===== src/shared/mrpd_pkg.sv =====
// constants, types and parity function shared by both ends of the mode register link
package mrpd_pkg;

	typedef enum logic [1:0] {
		MRPD_ORG_X4 = 2'b00,
		MRPD_ORG_X8 = 2'b01,
		MRPD_ORG_X16 = 2'b10
	} mrpd_org_e;

	localparam logic [2:0] MRPD_SEL_MR5 = 3'h5;
	localparam logic [2:0] MRPD_SEL_MR6 = 3'h6;

	localparam int MRPD_MR5_RD_INV = 12;
	localparam int MRPD_MR5_WR_INV = 11;
	localparam int MRPD_MR5_MASK = 10;
	localparam int MRPD_MR5_PERSIST = 9;
	localparam int MRPD_MR5_PARK_LO = 6;
	localparam int MRPD_MR5_ODT_OFF = 5;
	localparam int MRPD_MR5_PERR = 4;
	localparam int MRPD_MR5_CRCERR = 3;
	localparam int MRPD_MR5_LAT_LO = 0;
	localparam logic [12:0] MRPD_MR5_RST = 13'h0000;

	localparam logic [2:0] MRPD_LAT_OFF = 3'h0;
	localparam logic [2:0] MRPD_LAT_MAX = 3'h3;
	// latency code n gives n+3 clocks; the pipe tap is one less
	localparam logic [2:0] MRPD_LAT_TAP_OFS = 3'h2;
	localparam int MRPD_PIPE_DEPTH = 6;

	localparam int MRPD_MR6_CCD_LO = 10;
	localparam logic [2:0] MRPD_CCD_MAX = 3'h4;
	localparam logic [3:0] MRPD_CCD_BASE = 4'h4;
	localparam int MRPD_MR6_VREF_EN = 7;
	localparam int MRPD_MR6_VREF_RANGE = 6;
	localparam int MRPD_MR6_VREF_LO = 0;
	localparam logic [17:0] MRPD_MR6_RSVD = 18'h22300;
	localparam logic [17:0] MRPD_MR6_RST = 18'h00000;

	localparam logic [7:0] MRPD_REG_MR5 = 8'h00;
	localparam logic [7:0] MRPD_REG_MR6 = 8'h04;
	localparam logic [7:0] MRPD_REG_CTRL = 8'h08;
	localparam logic [7:0] MRPD_REG_STAT = 8'h0c;
	localparam int MRPD_CTRL_GO5 = 0;
	localparam int MRPD_CTRL_GO6 = 1;
	localparam int MRPD_CTRL_BADPAR = 2;
	localparam int MRPD_CTRL_PD = 3;
	localparam int MRPD_CTRL_ODT = 4;
	localparam int MRPD_STAT_REFUSED = 1;
	localparam logic [3:0] MRPD_GAP_CYCLES = 4'h8;

	typedef enum logic [1:0] {
		MRPD_ST_IDLE = 2'b00,
		MRPD_ST_DRIVE = 2'b01,
		MRPD_ST_GAP = 2'b10
	} mrpd_state_e;

	// even parity over activate, bank group, bank and all address lines
	function automatic logic mrpd_parity(input logic act_n, input logic [1:0] bg,
			input logic [1:0] ba, input logic [17:0] a);
		return ^{act_n, bg, ba, a};
	endfunction : mrpd_parity

endpackage : mrpd_pkg


===== src/shared/mrpd_if.sv =====
// command and address pins between controller and memory device
`timescale 1ns/1ps
interface mrpd_if;
	logic cs_n;
	logic act_n;
	logic cke;
	logic odt;
	logic par;
	logic [1:0] bg;
	logic [1:0] ba;
	// a[16:14] double as the row, column and write strobes
	logic [17:0] a;

	modport dram (input cs_n, input act_n, input cke, input odt, input par,
		input bg, input ba, input a);
	modport ctrl (output cs_n, output act_n, output cke, output odt, output par,
		output bg, output ba, output a);
endinterface : mrpd_if


===== src/rtl/mrpd_dram.sv =====
// memory device end: fifth and sixth mode registers, parity check, status bits
//
// Implementation choices: the address map and the plain strobed port.
`timescale 1ns/1ps
module mrpd_dram (
	input wire logic clk,
	input wire logic reset,
	mrpd_if.dram bus,
	input wire mrpd_pkg::mrpd_org_e org,
	input wire logic mpr_read,
	input wire logic crc_fail,
	output logic cmd_exec,
	output logic cmd_dropped,
	output logic par_err,
	output logic crc_err,
	output logic rd_inv_on,
	output logic wr_inv_on,
	output logic wr_mask_on,
	output logic nom_term_on,
	output logic [2:0] park_term_code,
	output logic [3:0] cas_spacing,
	output logic vref_cal_en,
	output logic vref_range,
	output logic [5:0] vref_level
);
	import mrpd_pkg::*;

	logic [12:0] mr5_r;
	logic [17:0] mr6_r;
	logic perr_r;
	logic crcerr_r;

	logic [MRPD_PIPE_DEPTH-1:0] pv_r;
	logic [MRPD_PIPE_DEPTH-1:0] pbad_r;
	logic [MRPD_PIPE_DEPTH-1:0] pmrs_r;
	logic [1:0] pbg_r [MRPD_PIPE_DEPTH];
	logic [1:0] pba_r [MRPD_PIPE_DEPTH];
	logic [17:0] pa_r [MRPD_PIPE_DEPTH];

	logic [2:0] lat_code;
	logic lat_ok;
	logic [2:0] tap;
	logic is_cmd;
	logic is_mrs;
	logic chk_on;
	logic mismatch;
	logic perr_set;
	logic exe;
	logic exe_mrs;
	logic [2:0] exe_sel;
	logic wr5;
	logic wr6;
	logic [17:0] exe_a;
	logic wide_org;

	assign lat_code = mr5_r[MRPD_MR5_LAT_LO +: 3];
	// reserved latency codes leave parity off rather than guess a delay
	assign lat_ok = (lat_code != MRPD_LAT_OFF) && (lat_code <= MRPD_LAT_MAX);

	// a command needs cs low with cke high; cke low is power-down
	assign is_cmd = !bus.cs_n && bus.cke;
	assign is_mrs = is_cmd && bus.act_n && !bus.a[16] && !bus.a[15] && !bus.a[14];

	// the sticky bit gates checking unless persistent mode is set
	assign chk_on = lat_ok && (mr5_r[MRPD_MR5_PERSIST] || !perr_r);
	assign mismatch = mrpd_parity(bus.act_n, bus.bg, bus.ba, bus.a) != bus.par;
	assign perr_set = is_cmd && chk_on && mismatch;

	// with parity on, a command leaves the pipe after the programmed latency
	assign tap = lat_ok ? 3'(lat_code + MRPD_LAT_TAP_OFS) : 3'h0;
	assign exe = pv_r[tap] && !pbad_r[tap];
	assign exe_mrs = exe && pmrs_r[tap];
	assign exe_a = pa_r[tap];
	assign exe_sel = {pbg_r[tap][0], pba_r[tap]};
	// bank group bit 1 carries register bit 21, which must be zero
	assign wr5 = exe_mrs && (exe_sel == MRPD_SEL_MR5) && !pbg_r[tap][1];
	assign wr6 = exe_mrs && (exe_sel == MRPD_SEL_MR6) && !pbg_r[tap][1];

	assign wide_org = (org == MRPD_ORG_X8) || (org == MRPD_ORG_X16);

	// command pipe; a fifth register write restarts it, else the executing write
	// would reach the new, deeper tap and run twice; spaced commands lose nothing
	always_ff @(posedge clk) begin
		if (reset) begin
			pv_r <= '0;
			pbad_r <= '0;
			pmrs_r <= '0;
		end else if (wr5) begin
			pv_r <= MRPD_PIPE_DEPTH'(is_cmd);
			pbad_r <= MRPD_PIPE_DEPTH'(perr_set);
			pmrs_r <= MRPD_PIPE_DEPTH'(is_mrs);
		end else begin
			pv_r <= {pv_r[MRPD_PIPE_DEPTH-2:0], is_cmd};
			pbad_r <= {pbad_r[MRPD_PIPE_DEPTH-2:0], perr_set};
			pmrs_r <= {pmrs_r[MRPD_PIPE_DEPTH-2:0], is_mrs};
		end
	end

	always_ff @(posedge clk) begin
		pbg_r[0] <= bus.bg;
		pba_r[0] <= bus.ba;
		pa_r[0] <= bus.a;
		for (int i = 1; i < MRPD_PIPE_DEPTH; i++) begin
			pbg_r[i] <= pbg_r[i-1];
			pba_r[i] <= pba_r[i-1];
			pa_r[i] <= pa_r[i-1];
		end
	end

	// fifth register, status bits kept apart
	always_ff @(posedge clk) begin
		if (reset) begin
			mr5_r <= MRPD_MR5_RST;
		end else if (wr5) begin
			mr5_r <= exe_a[12:0];
		end
	end

	// sticky parity status: a new error beats a clearing write
	always_ff @(posedge clk) begin
		if (reset) begin
			perr_r <= 1'b0;
		end else if (perr_set) begin
			perr_r <= 1'b1;
		end else if (wr5 && !exe_a[MRPD_MR5_PERR]) begin
			perr_r <= 1'b0;
		end
	end

	always_ff @(posedge clk) begin
		if (reset) begin
			crcerr_r <= 1'b0;
		end else if (crc_fail) begin
			crcerr_r <= 1'b1;
		end else if (wr5 && !exe_a[MRPD_MR5_CRCERR]) begin
			crcerr_r <= 1'b0;
		end
	end

	// sixth register holds A17..A0; reserved bits stored as written
	always_ff @(posedge clk) begin
		if (reset) begin
			mr6_r <= MRPD_MR6_RST;
		end else if (wr6) begin
			mr6_r <= exe_a;
		end
	end

	always_ff @(posedge clk) begin
		if (reset) begin
			cmd_exec <= 1'b0;
			cmd_dropped <= 1'b0;
		end else begin
			cmd_exec <= exe;
			cmd_dropped <= pv_r[tap] && pbad_r[tap];
		end
	end

	always_ff @(posedge clk) begin
		if (reset) begin
			par_err <= 1'b0;
			crc_err <= 1'b0;
		end else begin
			par_err <= perr_r;
			crc_err <= crcerr_r;
		end
	end

	// one shared pin: inversion and masking exist only on wide parts
	always_ff @(posedge clk) begin
		if (reset) begin
			rd_inv_on <= 1'b0;
			wr_inv_on <= 1'b0;
			wr_mask_on <= 1'b0;
		end else begin
			rd_inv_on <= wide_org && mr5_r[MRPD_MR5_RD_INV] && !mpr_read;
			wr_inv_on <= wide_org && mr5_r[MRPD_MR5_WR_INV];
			wr_mask_on <= wide_org && mr5_r[MRPD_MR5_MASK];
		end
	end

	// with the buffer off in power-down the pin may float, so it is not read
	always_ff @(posedge clk) begin
		if (reset) begin
			nom_term_on <= 1'b0;
			park_term_code <= 3'h0;
		end else begin
			nom_term_on <= bus.odt && !(!bus.cke && mr5_r[MRPD_MR5_ODT_OFF]);
			park_term_code <= mr5_r[MRPD_MR5_PARK_LO +: 3];
		end
	end

	// reserved spacing codes are passed on as the largest legal spacing
	always_ff @(posedge clk) begin
		if (reset) begin
			cas_spacing <= MRPD_CCD_BASE;
		end else if (mr6_r[MRPD_MR6_CCD_LO +: 3] > MRPD_CCD_MAX) begin
			cas_spacing <= 4'(MRPD_CCD_BASE + {1'b0, MRPD_CCD_MAX});
		end else begin
			cas_spacing <= 4'(MRPD_CCD_BASE + {1'b0, mr6_r[MRPD_MR6_CCD_LO +: 3]});
		end
	end

	always_ff @(posedge clk) begin
		if (reset) begin
			vref_cal_en <= 1'b0;
			vref_range <= 1'b0;
			vref_level <= 6'h00;
		end else begin
			vref_cal_en <= mr6_r[MRPD_MR6_VREF_EN];
			vref_range <= mr6_r[MRPD_MR6_VREF_RANGE];
			vref_level <= mr6_r[MRPD_MR6_VREF_LO +: 6];
		end
	end

endmodule : mrpd_dram


===== src/flat_wrapper.sv =====
// flat-port wrapper written by rule: the top's interface ports become plain ports
module mrpd_dram_flat import mrpd_pkg::*;
  (clk, reset, org, mpr_read, crc_fail, cmd_exec, cmd_dropped, par_err, crc_err, rd_inv_on, wr_inv_on, wr_mask_on, nom_term_on, park_term_code, cas_spacing, vref_cal_en, vref_range, vref_level, bus_cs_n, bus_act_n, bus_cke, bus_odt, bus_par, bus_bg, bus_ba, bus_a);
  mrpd_if bus_i ();
  input wire logic clk;
  input wire logic reset;
  input wire mrpd_pkg::mrpd_org_e org;
  input wire logic mpr_read;
  input wire logic crc_fail;
  output logic cmd_exec;
  output logic cmd_dropped;
  output logic par_err;
  output logic crc_err;
  output logic rd_inv_on;
  output logic wr_inv_on;
  output logic wr_mask_on;
  output logic nom_term_on;
  output logic [2:0] park_term_code;
  output logic [3:0] cas_spacing;
  output logic vref_cal_en;
  output logic vref_range;
  output logic [5:0] vref_level;
  input wire logic [$bits(bus_i.cs_n)-1:0] bus_cs_n;
  input wire logic [$bits(bus_i.act_n)-1:0] bus_act_n;
  input wire logic [$bits(bus_i.cke)-1:0] bus_cke;
  input wire logic [$bits(bus_i.odt)-1:0] bus_odt;
  input wire logic [$bits(bus_i.par)-1:0] bus_par;
  input wire logic [$bits(bus_i.bg)-1:0] bus_bg;
  input wire logic [$bits(bus_i.ba)-1:0] bus_ba;
  input wire logic [$bits(bus_i.a)-1:0] bus_a;
  assign bus_i.cs_n = bus_cs_n;
  assign bus_i.act_n = bus_act_n;
  assign bus_i.cke = bus_cke;
  assign bus_i.odt = bus_odt;
  assign bus_i.par = bus_par;
  assign bus_i.bg = bus_bg;
  assign bus_i.ba = bus_ba;
  assign bus_i.a = bus_a;
  mrpd_dram u_core (.clk(clk), .reset(reset), .bus(bus_i), .org(org), .mpr_read(mpr_read), .crc_fail(crc_fail), .cmd_exec(cmd_exec), .cmd_dropped(cmd_dropped), .par_err(par_err), .crc_err(crc_err), .rd_inv_on(rd_inv_on), .wr_inv_on(wr_inv_on), .wr_mask_on(wr_mask_on), .nom_term_on(nom_term_on), .park_term_code(park_term_code), .cas_spacing(cas_spacing), .vref_cal_en(vref_cal_en), .vref_range(vref_range), .vref_level(vref_level));
endmodule

===== config.mk =====
export PLATFORM = sky130hd
export DESIGN_NAME = mrpd_dram_flat
export DESIGN_NICKNAME = d
export VERILOG_FILES = /design/src/shared/mrpd_pkg.sv /design/src/shared/mrpd_if.sv /design/src/rtl/mrpd_dram.sv /design/src/flat_wrapper.sv
export SDC_FILE = /design/constraint.sdc
export NUM_CORES = 1
export LEC_CHECK = 0
export BUFFER_PORTS_ARGS = -buffer_cell sky130_fd_sc_hd__buf_2
export CAP_MARGIN = 20
export CELL_PAD_IN_SITES_DETAIL_PLACEMENT = 0
export CELL_PAD_IN_SITES_GLOBAL_PLACEMENT = 1
export CORE_ASPECT_RATIO = 1.4
export CORE_MARGIN = 2
export CORE_UTILIZATION = 51
export CTS_BUF_LIST = sky130_fd_sc_hd__clkbuf_8
export DETAILED_ROUTE_END_ITERATION = 16
export PLACE_DENSITY = 0.83
export SLEW_MARGIN = 40
export SYNTH_ARGS = -nofsm -noshare
export SYNTH_HDL_FRONTEND = slang
export SYNTH_SLANG_ARGS = --single-unit

===== constraint.sdc =====
create_clock -name clk -period 4.97 [get_ports clk]
set_clock_uncertainty 0.15 [all_clocks]
set_input_delay 0.497 -clock clk [delete_from_list [all_inputs] [get_ports clk]]
set_output_delay 0.497 -clock clk [all_outputs]
set_load 0.05 [all_outputs]

[Yosys cells after proc, flatten, opt, wreduce, memory -nomap -nowiden]
Memories as Yosys holds them, arrays and structs flattened.
Index checks and enable logic that the tools add are counted.
Word-level totals
  input port bits: 33
  flip-flop bits (word level): 69
  memories: 3
  memory bits (writable): 132
Cells by class
  equality and inequality tests: 5
  reductions and logical operators: 44
  multiplexer cells: 12
  $lt $le $gt $ge: 3
  add/subtract/negate cells: 2
Memories
  u_core.pa_r: depth 6, width 18, read ports 6, clocked after memory_dff 0, wr ports 6, RTL line mrpd_dram.sv:38  | logic [17:0] pa_r [MRPD_PIPE_DEPTH];
  u_core.pba_r: depth 6, width 2, read ports 6, clocked after memory_dff 0, wr ports 6, RTL line mrpd_dram.sv:37  | logic [1:0] pba_r [MRPD_PIPE_DEPTH];
  u_core.pbg_r: depth 6, width 2, read ports 6, clocked after memory_dff 0, wr ports 6, RTL line mrpd_dram.sv:36  | logic [1:0] pbg_r [MRPD_PIPE_DEPTH];
Operators by type and width (number)
  1-bit logical AND: 24
  23-bit XOR reduction: 1
  1-bit zero test: 12
  1-bit binary-select mux with 3-bit select: 3
  1-bit two-way mux: 7
  3-bit == test, second input constant: 2
  3-bit by 3-bit adder with 4-bit output, first input constant: 1
  3-bit by 4-bit less-than comparator with 1-bit output, second input constant: 1
  4-bit two-way mux: 1
  2-bit nonzero test: 2
  2-bit OR reduction: 2
  3-bit by 2-bit adder with 3-bit output, second input constant: 1
  3-bit > comparator, second input constant: 1
  3-bit by 2-bit less-or-equal comparator with 1-bit output, second input constant: 1
  3-bit two-way mux: 1
  3-bit nonzero test: 1
  2-bit by 1-bit == test with 1-bit output, second input constant: 1
  2-bit == test, second input constant: 1
  1-bit logical OR: 2
  1-bit != test: 1

[Logic depth before layout (Yosys ltp)]
Gate-level depths: netlist of run 1.
  depth in word-level cells: 13
  gate-level depth with buffers: 13
  gate-level depth less buffers: 9

[Worst setup path after synthesis of run 1]
No wires, ideal clock.
  path kind: flip-flop to flip-flop
  start point: register u_core.mr5_r[2]
  end point: register u_core.pbad_r[1]
  clock period less this slack: 2.841 ns
  arrival time: 2.576 ns
  library setup time: 0.115 ns
  setup slack: 2.129 ns
  cell stages (with the launch flop): 14
  path through: dfxtp_1 buf_2 inv_1 ha_1 buf_2 nand2b_1 nand2_1 buf_2 a222oi_1 o22ai_1 nor4b_4 nor2_2 buf_2 and2_1
On the way
  cells in the longest elaborated chain, start to end: 11
  elaborated cells on any way between the ends: 21
RTL lines
  start: declaration: RTL line mrpd_dram.sv:28  | logic [12:0] mr5_r;
  start signal: assignment: RTL line mrpd_dram.sv:115  | mr5_r <= exe_a[12:0];
  3-bit by 2-bit less-or-equal comparator with 1-bit output / 3-bit nonzero test (equally long branches): RTL line mrpd_dram.sv:58  | assign lat_ok = (lat_code != MRPD_LAT_OFF) && (lat_code <= MRPD_LAT_MAX);
  1-bit logical AND: RTL line mrpd_dram.sv:58
  3-bit two-way mux *: RTL line mrpd_dram.sv:70  | assign tap = lat_ok ? 3'(lat_code + MRPD_LAT_TAP_OFS) : 3'h0;
  1-bit binary-select mux with 3-bit select: RTL line mrpd_dram.sv:71  | assign exe = pv_r[tap] && !pbad_r[tap];
  1-bit two-way mux (not written as such): RTL line mrpd_dram.sv:71
  1-bit zero test: RTL line mrpd_dram.sv:71
  1-bit logical AND: RTL line mrpd_dram.sv:71
  1-bit logical AND: RTL line mrpd_dram.sv:72  | assign exe_mrs = exe && pmrs_r[tap];
  1-bit logical AND: RTL line mrpd_dram.sv:76  | assign wr5 = exe_mrs && (exe_sel == MRPD_SEL_MR5) && !pbg_r[tap][1];
  1-bit logical AND *: RTL line mrpd_dram.sv:76
  2-bit OR reduction (no source line) *
  end signal: assignment: RTL line mrpd_dram.sv:90  | pbad_r <= MRPD_PIPE_DEPTH'(perr_set);
  end signal: assignment: RTL line mrpd_dram.sv:94  | pbad_r <= {pbad_r[MRPD_PIPE_DEPTH-2:0], perr_set};
  end: declaration: RTL line mrpd_dram.sv:34  | logic [MRPD_PIPE_DEPTH-1:0] pbad_r;
Every way passes the cells marked *; elsewhere a longest branch is shown, timed or not. The select of a mux whose other input is x is not followed.
A chain may end at the register's enable or synchronous reset.

[Worst setup path after layout of run 1]
  start point: register u_core.mr5_r[1]
  end point: register u_core.pbad_r[2]
Same word-level chain as after synthesis.

==> results of run 1 <==
repair_timing:
item	4_1_cts	5_1_grt
hold buffers	0	1
hold endpoints to repair	0	1
resized for setup	0	0
report_power, final:
part / switching, mW / leakage, nW / internal, mW
combinational: 0.0596 / 0.996 / 0.0543
sequential: 0.0181 / 1.39 / 1.38
clock: 0.448 / 0.201 / 0.469
path summary, 6_finish.rpt:
check / start / end / slack (ps) / depth (start not counted)
setup / recovery: u_core.mr5_r[1] / u_core.pbad_r[2] / 1660 / 10
hold / removal: bus_a[1] / u_core.pa_r[0][1] / 30 / 1
setup reg to reg: u_core.mr5_r[1] / u_core.pbad_r[2] / 1660 / 10
hold reg to reg: u_core.pa_r[2][9] / u_core.pa_r[3][9] / 180 / 0
sequential cells by signal, summed over array words and instances, names as in the netlist, 6 cells and up:
| signal | count |
|---|---|
| u_core.mr5_r | 11 |
| u_core.mr6_r | 11 |
| u_core.pa_r | 78 |
| u_core.pba_r | 12 |
| u_core.pbad_r | 6 |
| u_core.pbg_r | 12 |
| u_core.pmrs_r | 6 |
| u_core.pv_r | 6 |
| u_core.vref_level | 6 |
kinds of logic (layout without fill, tap and decap cells):
logic type / after synthesis / in the layout / synth area share, %
AO/OA/AOI/OAI: 74 / 74 / 9.81
XOR/XNOR: 24 / 24 / 4.07
adder cells (fa/ha/maj): 1 / 1 / 0.242
buffers and inverters: 38 / 109 / 3.08
flip-flops: 167 / 167 / 64.7
multiplexers: 23 / 23 / 4.51
AND/OR/NAND/NOR: 136 / 136 / 13.5
cells in the final DEF, fill, tap and decap left out, types with 2 or more instances in the layout:
master / Yosys / routed
a221o_1: 2 / 2
a211oi_1: 11 / 11
clkinv_2: 0 / 2
a221oi_1: 2 / 2
a32o_1: 2 / 2
o21ai_0: 13 / 13
inv_1: 16 / 18
mux2i_1: 21 / 21
a311o_1: 9 / 9
nand3b_1: 2 / 2
and4b_1: 2 / 2
xor2_1: 2 / 2
nand3_1: 6 / 6
bufinv_16: 0 / 2
nor2_1: 15 / 15
buf_2: 7 / 55
clkinvlp_4: 0 / 2
o21ai_1: 2 / 2
clkinv_4: 0 / 2
o22ai_1: 4 / 4
nor3_1: 5 / 4
and3_1: 2 / 2
buf_4: 0 / 6
a21o_1: 2 / 2
nor3b_1: 5 / 5
inv_6: 0 / 2
dfxtp_1: 167 / 167
clkbuf_8: 0 / 19
nand2b_1: 6 / 6
and2_1: 17 / 17
a21oi_1: 20 / 20
xnor2_1: 22 / 22
nand2_1: 59 / 59
nor2b_1: 10 / 10
per-layer routing:
layer	vias to the layer above	part of all wire [%]
li1	1685	-
met1	1512	45
met2	82	48
met3	17	4.7
met4	0	2.5
met5	-	0
per-stage QoR:
stage / instance area, sq um / setup WS (ps) / total power, mW
finish: 5960 / 1660 / 2.43
global route: 5960 / 1410 / 2.53
CTS: 5950 / 1630 / 2.46
detailed placement: 5560 / 1670 / 1.55
global placement: 5560 / 1750 / 1.54
floorplan: 5160 / 2130 / 1.50
critical path: stages (launching register included):
cell and delay, ps:
dfxtp_1 650, ha_1 440, nand2b_1 170, nand2_1 100, buf_4 310, a31oi_1 140, a32o_1 330, nor4b_4 270
buf_4 300, nor2_2 140, and2_1 200
area by class of cell:
class	count	area, sq um
clock buffer	19	262
sequential	167	3340
fill	894	3940
clock inverter	12	128
timing repair buffer	62	330
tap	135	169
inverter	16	60.1
multi-input combinational	258	1670
==> flow_summary.ini, run 1 <==
[worst_setup_path]
cp.arrival_ps = 3490
endpoint_kind = flip-flop
crit_type = reg2reg
crit_required_ps = 5150
critPathMaxFanout = 29
start_kind = flip-flop

[logic_synthesis]
synth_top_cell_area_share_pct = 64.7
ys_top_cells_by_count = dfxtp_1 (167), nand2_1 (59), xnor2_1 (22)
yosys-top-cells-area = dfxtp_1 (65%), nand2_1 (4.3%), mux2i_1 (4.1%)
syn_nets = 497
avgSynthCellArea_sq_um = 11.2
seq_area_frac_synth_pct = 64.7
synth_edf_count = 0
yosys_most_used_dff = dfxtp_1
synth_top_area_cell = dfxtp_1
synth_area_sq_um = 5160
yosysWarnings = 0
ys_types = 47
synth_most_common_cell = dfxtp_1
syn-instance-count = 463
ys_ff_latch = 167
async_reset_ff_share_pct = 0

[clock_tree]
cts_sinks = 167
cts_buffers = 17
post_cts_buffers = 0
path_clk_slew_ps = 80
insertion_delay_ps = 430
cts_buffer_depth = 2
cts_tree = yes
htreeDepth = 4
root_buffer = clkbuf_8

[die]
dieArea_sq_um = 11000
fp.dieH_um = 123
start_util_pct = 52.2
rows = 43
io_pins = 56
coreArea_sq_um = 9900
die_w_um = 89.0

[timing]
rsz0062_at_grt = no
period_needed_ps = 3310
holdWs_ps = 32.2
setup_viol = 0
fin_tns_setup_ps = 0
drv_slew = 0
slew_headroom_pct = 46.3
timing.fmax_ghz = 0.302
tightest_slew_ps = 804
hold_viol = 0
fin_crit_sh_pct = 66.6

[grt]
gr-usage-met1_pct = 23.0
grt_first_pass_wirelength_um = 15000
met3_usage_pct = 5.41
busiest_layer = met2
grt_pass1_vias = 3104
antenna_found_initial = 0
overflow = 0
track_usage_pct = 18.2
grt_max_degree = 30
grt_util_met2_pct = 28.5

[finish]
fin_nets = 556
fin_cells = 669
antenna_cells = 0
area_delta_synth_final_pct = 15.4
finish.utilization_pct = 60.2
drive_above_1_share_pct = 18.0

[drt]
wl_um = 9170
first_pass_iters = 6
post_drt_wl_per_cell_um = 13.7
drt-initial-drc-count = 123
drc_errors = 0
vias = 3296
vias_per_cell = 4.93
ant_nets = 0

[placed_design]
hpwlAfterDp_um = 6430
dp_cells = 637
portBuffers = 55
gp_congestion = 0.824

[power_and_ir_drop]
powerDensity_nw_per_um2 = 408
leakage_nw = 2.58
irDropWorstVdd_v = 0.000221

[flow_run]
maxCapViolCount = 0

[hold_path]
hp-class = in2reg

[run_status]
outcome = complete, no violations
Note: power is estimated with default switching activity, not from simulation.
==> inputs of run 2 (changes only) <==
- ABC_AREA: not set -> 1
- CORE_UTILIZATION: 51 -> 46
- PLACE_DENSITY: 0.83 -> 0.78
- clock period: 4.97 -> 3.1 ns (I/O delays scaled with it)
==> run 2 against run 1 <==
Setup slack worse by 1300 ps. Fmax is 19% higher. Combinational power is 90% higher. Critical endpoint is now u_core.mr6_r[4]. Utilization is 4.0 points lower. Register-to-register slack worse by 1300 ps. Final cell count is 30% higher. Largest power group unchanged. Highest routed layer unchanged. Largest cell class unchanged. Clock power is 80% higher.
==> flow_summary.ini, run 2 <==
[run_status]
outcome = complete, no violations

[finish]
fillers = 1077
largest_register_ffs = 78
fin_nets = 742
area_delta_synth_final_pct = 20.6
antenna_cells = 0
fin_cells = 868
seqCellArea_sq_um = 3340
final_cell_mix = dfxtp_1 (167), nand2_1 (127), nor2_1 (99)
drive_above_1_share_pct = 16.4
top_register = u_core.pa_r
fin_area_sq_um = 6570
finish.utilization_pct = 56.2
reg_top3 = u_core.pa_r: 78 flops, u_core.pba_r: 12 flops, u_core.pbg_r: 12 flops
mostFrequentLayoutCell = dfxtp_1
multi_input_area_sq_um = 1750

[timing]
worst_slack_ps = 314
rsz0062_at_grt = no
setup_viol = 0
hold_viol = 0
slew_headroom_pct = 48.5
timing.fmax_ghz = 0.359
fin_crit_sh_pct = 89.9
period_needed_ps = 2790
holdWs_ps = 30.5
fin_tns_setup_ps = 0
drv_slew = 0
tightest_slew_ps = 771

[grt]
track_usage_pct = 18.3
grt_first_pass_wirelength_um = 17700
grt_util_met2_pct = 30.8
grt_pass1_vias = 3874
grt_max_degree = 38
antenna_found_initial = 0
overflow = 0
met3_usage_pct = 5.13
gr-usage-met1_pct = 21.4
busiest_layer = met2

[worst_setup_path]
r2r_cells = 16
crit_required_ps = 3330
crit_path_top_delay_cell = dfxtp_1
reg2reg_to = u_core.mr6_r[4]
critical-path-top-delay-family = simple AND/OR/NAND/NOR gates
endpoint_kind = flip-flop
path_cells = inv_1 > ha_1 > inv_1 > nand2_1 > nand2_2 > nand3_4 > or2_1 > nand3_1 > nand2_1 > inv_1 > nand2_1 > nor2_4 > nand2_2 > nand2_1 > nand2_1 > nor2_1
timing.rr.start = u_core.mr5_r[2]
max_stage_delay_ps = 340
critPathMaxFanout = 19
path_common_cell = nand2_1
cp-endpoint = u_core.mr6_r[4]
critPathBufInv = 3
worstSetupStartpoint = u_core.mr5_r[2]
cp.arrival_ps = 3020
start_kind = flip-flop
crit_type = reg2reg
reg2reg_slack_ps = 310
cp.depth = 16

[logic_synthesis]
yosys-top-cells-area = dfxtp_1 (61%), nand2_1 (8.8%), nor2_1 (6.8%)
synth_most_common_cell = dfxtp_1
ys_top_cells_by_count = dfxtp_1 (167), nand2_1 (127), nor2_1 (99)
yosys_most_used_dff = dfxtp_1
synth_top_area_cell = dfxtp_1
ys_types = 36
yosysWarnings = 0
synth_area_sq_um = 5450
syn-instance-count = 619
synth_top_cell_area_share_pct = 61.4
ys_ff_latch = 167
avgSynthCellArea_sq_um = 8.80
seq_area_frac_synth_pct = 61.4
async_reset_ff_share_pct = 0
syn_nets = 653
synth_edf_count = 0

[die]
die_w_um = 96.0
rows = 47
coreArea_sq_um = 11700
start_util_pct = 46.6
fp.dieH_um = 133
io_pins = 56
dieArea_sq_um = 12700

[placed_design]
hpwlAfterDp_um = 7430
gp_congestion = 0.944
pre_cts_ws_ps = 338
dp_cells = 812
post_dp_cell_area_sq_um = 5900
portBuffers = 55

[drt]
ant_nets = 0
post_drt_wl_per_cell_um = 12.1
wl_um = 10500
first_pass_iters = 5
drt-initial-drc-count = 143
vias_per_cell = 4.60
drc_errors = 0
vias = 3989

[hold_path]
hp-class = in2reg

[clock_tree]
cts_sinks = 167
root_buffer = clkbuf_8
post_cts_buffers = 0
cts_tree = yes
insertion_delay_ps = 440
cts_buffer_depth = 2
htreeDepth = 4
path_clk_slew_ps = 90
cts_buffers = 17

[power_and_ir_drop]
irDropWorstVdd_v = 0.000337
powerDensity_nw_per_um2 = 626
p_total_mw = 4.12
leakage_nw = 3.05

[flow_run]
maxCapViolCount = 0
==> run 2: cell count changes after synthesis, sizes merged, moves of 11 or more <==
cell | before | now
mux2i | 21 | 0
nand3 | 6 | 33
a21oi | 20 | 7
a211oi | 11 | 0
nor2b | 11 | 0
nor2 | 16 | 103
and2 | 17 | 0
inv | 16 | 67
nand2 | 59 | 133
o21ai | 15 | 35
==> run 2: area by class of cell <==
cell class,count,area share [%]
Timing Repair Buffer,91,9.21
Tap cell,147,2.80
Clock inverter,14,2.87
Inverter,67,3.83
Multi-Input combinational cell,364,26.7
Clock buffer,18,3.77
Sequential cell,167,50.9
==> run 2: cells by family after synthesis <==
kind of cell             Yosys count  share of synthesized area [%]
adder cells (fa/ha/maj)            1                          0.230
XOR/XNOR                          20                           3.22
buffers and inverters             88                           6.48
AND/OR/NAND/NOR                  282                           22.1
flip-flops                       167                           61.4
AO/OA/AOI/OAI                     61                           6.64
==> run 2: worst reg2reg max path, stage by stage (launching register included) <==
cell	delay, ps
dfxtp_1	340
inv_1	190
ha_1	280
inv_1	60
nand2_1	60
nand2_2	170
nand3_4	210
or2_1	290
nand3_1	100
nand2_1	110
inv_1	60
nand2_1	80
nor2_4	190
nand2_2	180
nand2_1	100
nand2_1	50
nor2_1	100
==> run 2: where the power goes <==
part / total (mW) / leakage (nW) / internal [mW] / switching (mW)
sequential: 2.25 / 1.39 / 2.22 / 0.0264
clock: 1.65 / 0.225 / 0.847 / 0.808
combinational: 0.217 / 1.44 / 0.0972 / 0.120
total: 4.12 / 3.05 / 3.16 / 0.954
==> run 2: timing repair <==
item,CTS,global route
endpoints found under the setup margin,0,0
endpoints found under the hold margin,22,0
resized for setup,0,0
hold buffers,24,0
==> run 2: worst min path at each step <==
stage | from | endpoint | depth (start not counted)
floorplan | u_core.pa_r[2][0] | u_core.pa_r[3][0] | 0
global placement | u_core.pa_r[2][6] | u_core.pa_r[3][6] | 0
detailed placement | u_core.pa_r[2][12] | u_core.pa_r[3][12] | 0
CTS | org[1] | u_core.wr_inv_on | 4
global route | org[1] | u_core.wr_mask_on | 4
finish | org[1] | u_core.wr_inv_on | 4
==> run 2: routing by layer <==
layer | routed length [um] | part of all wire [%]
met4 | 187 | 1.8
met5 | 0 | 0
met1 | 4600 | 44
met3 | 387 | 3.7
met2 | 5360 | 51
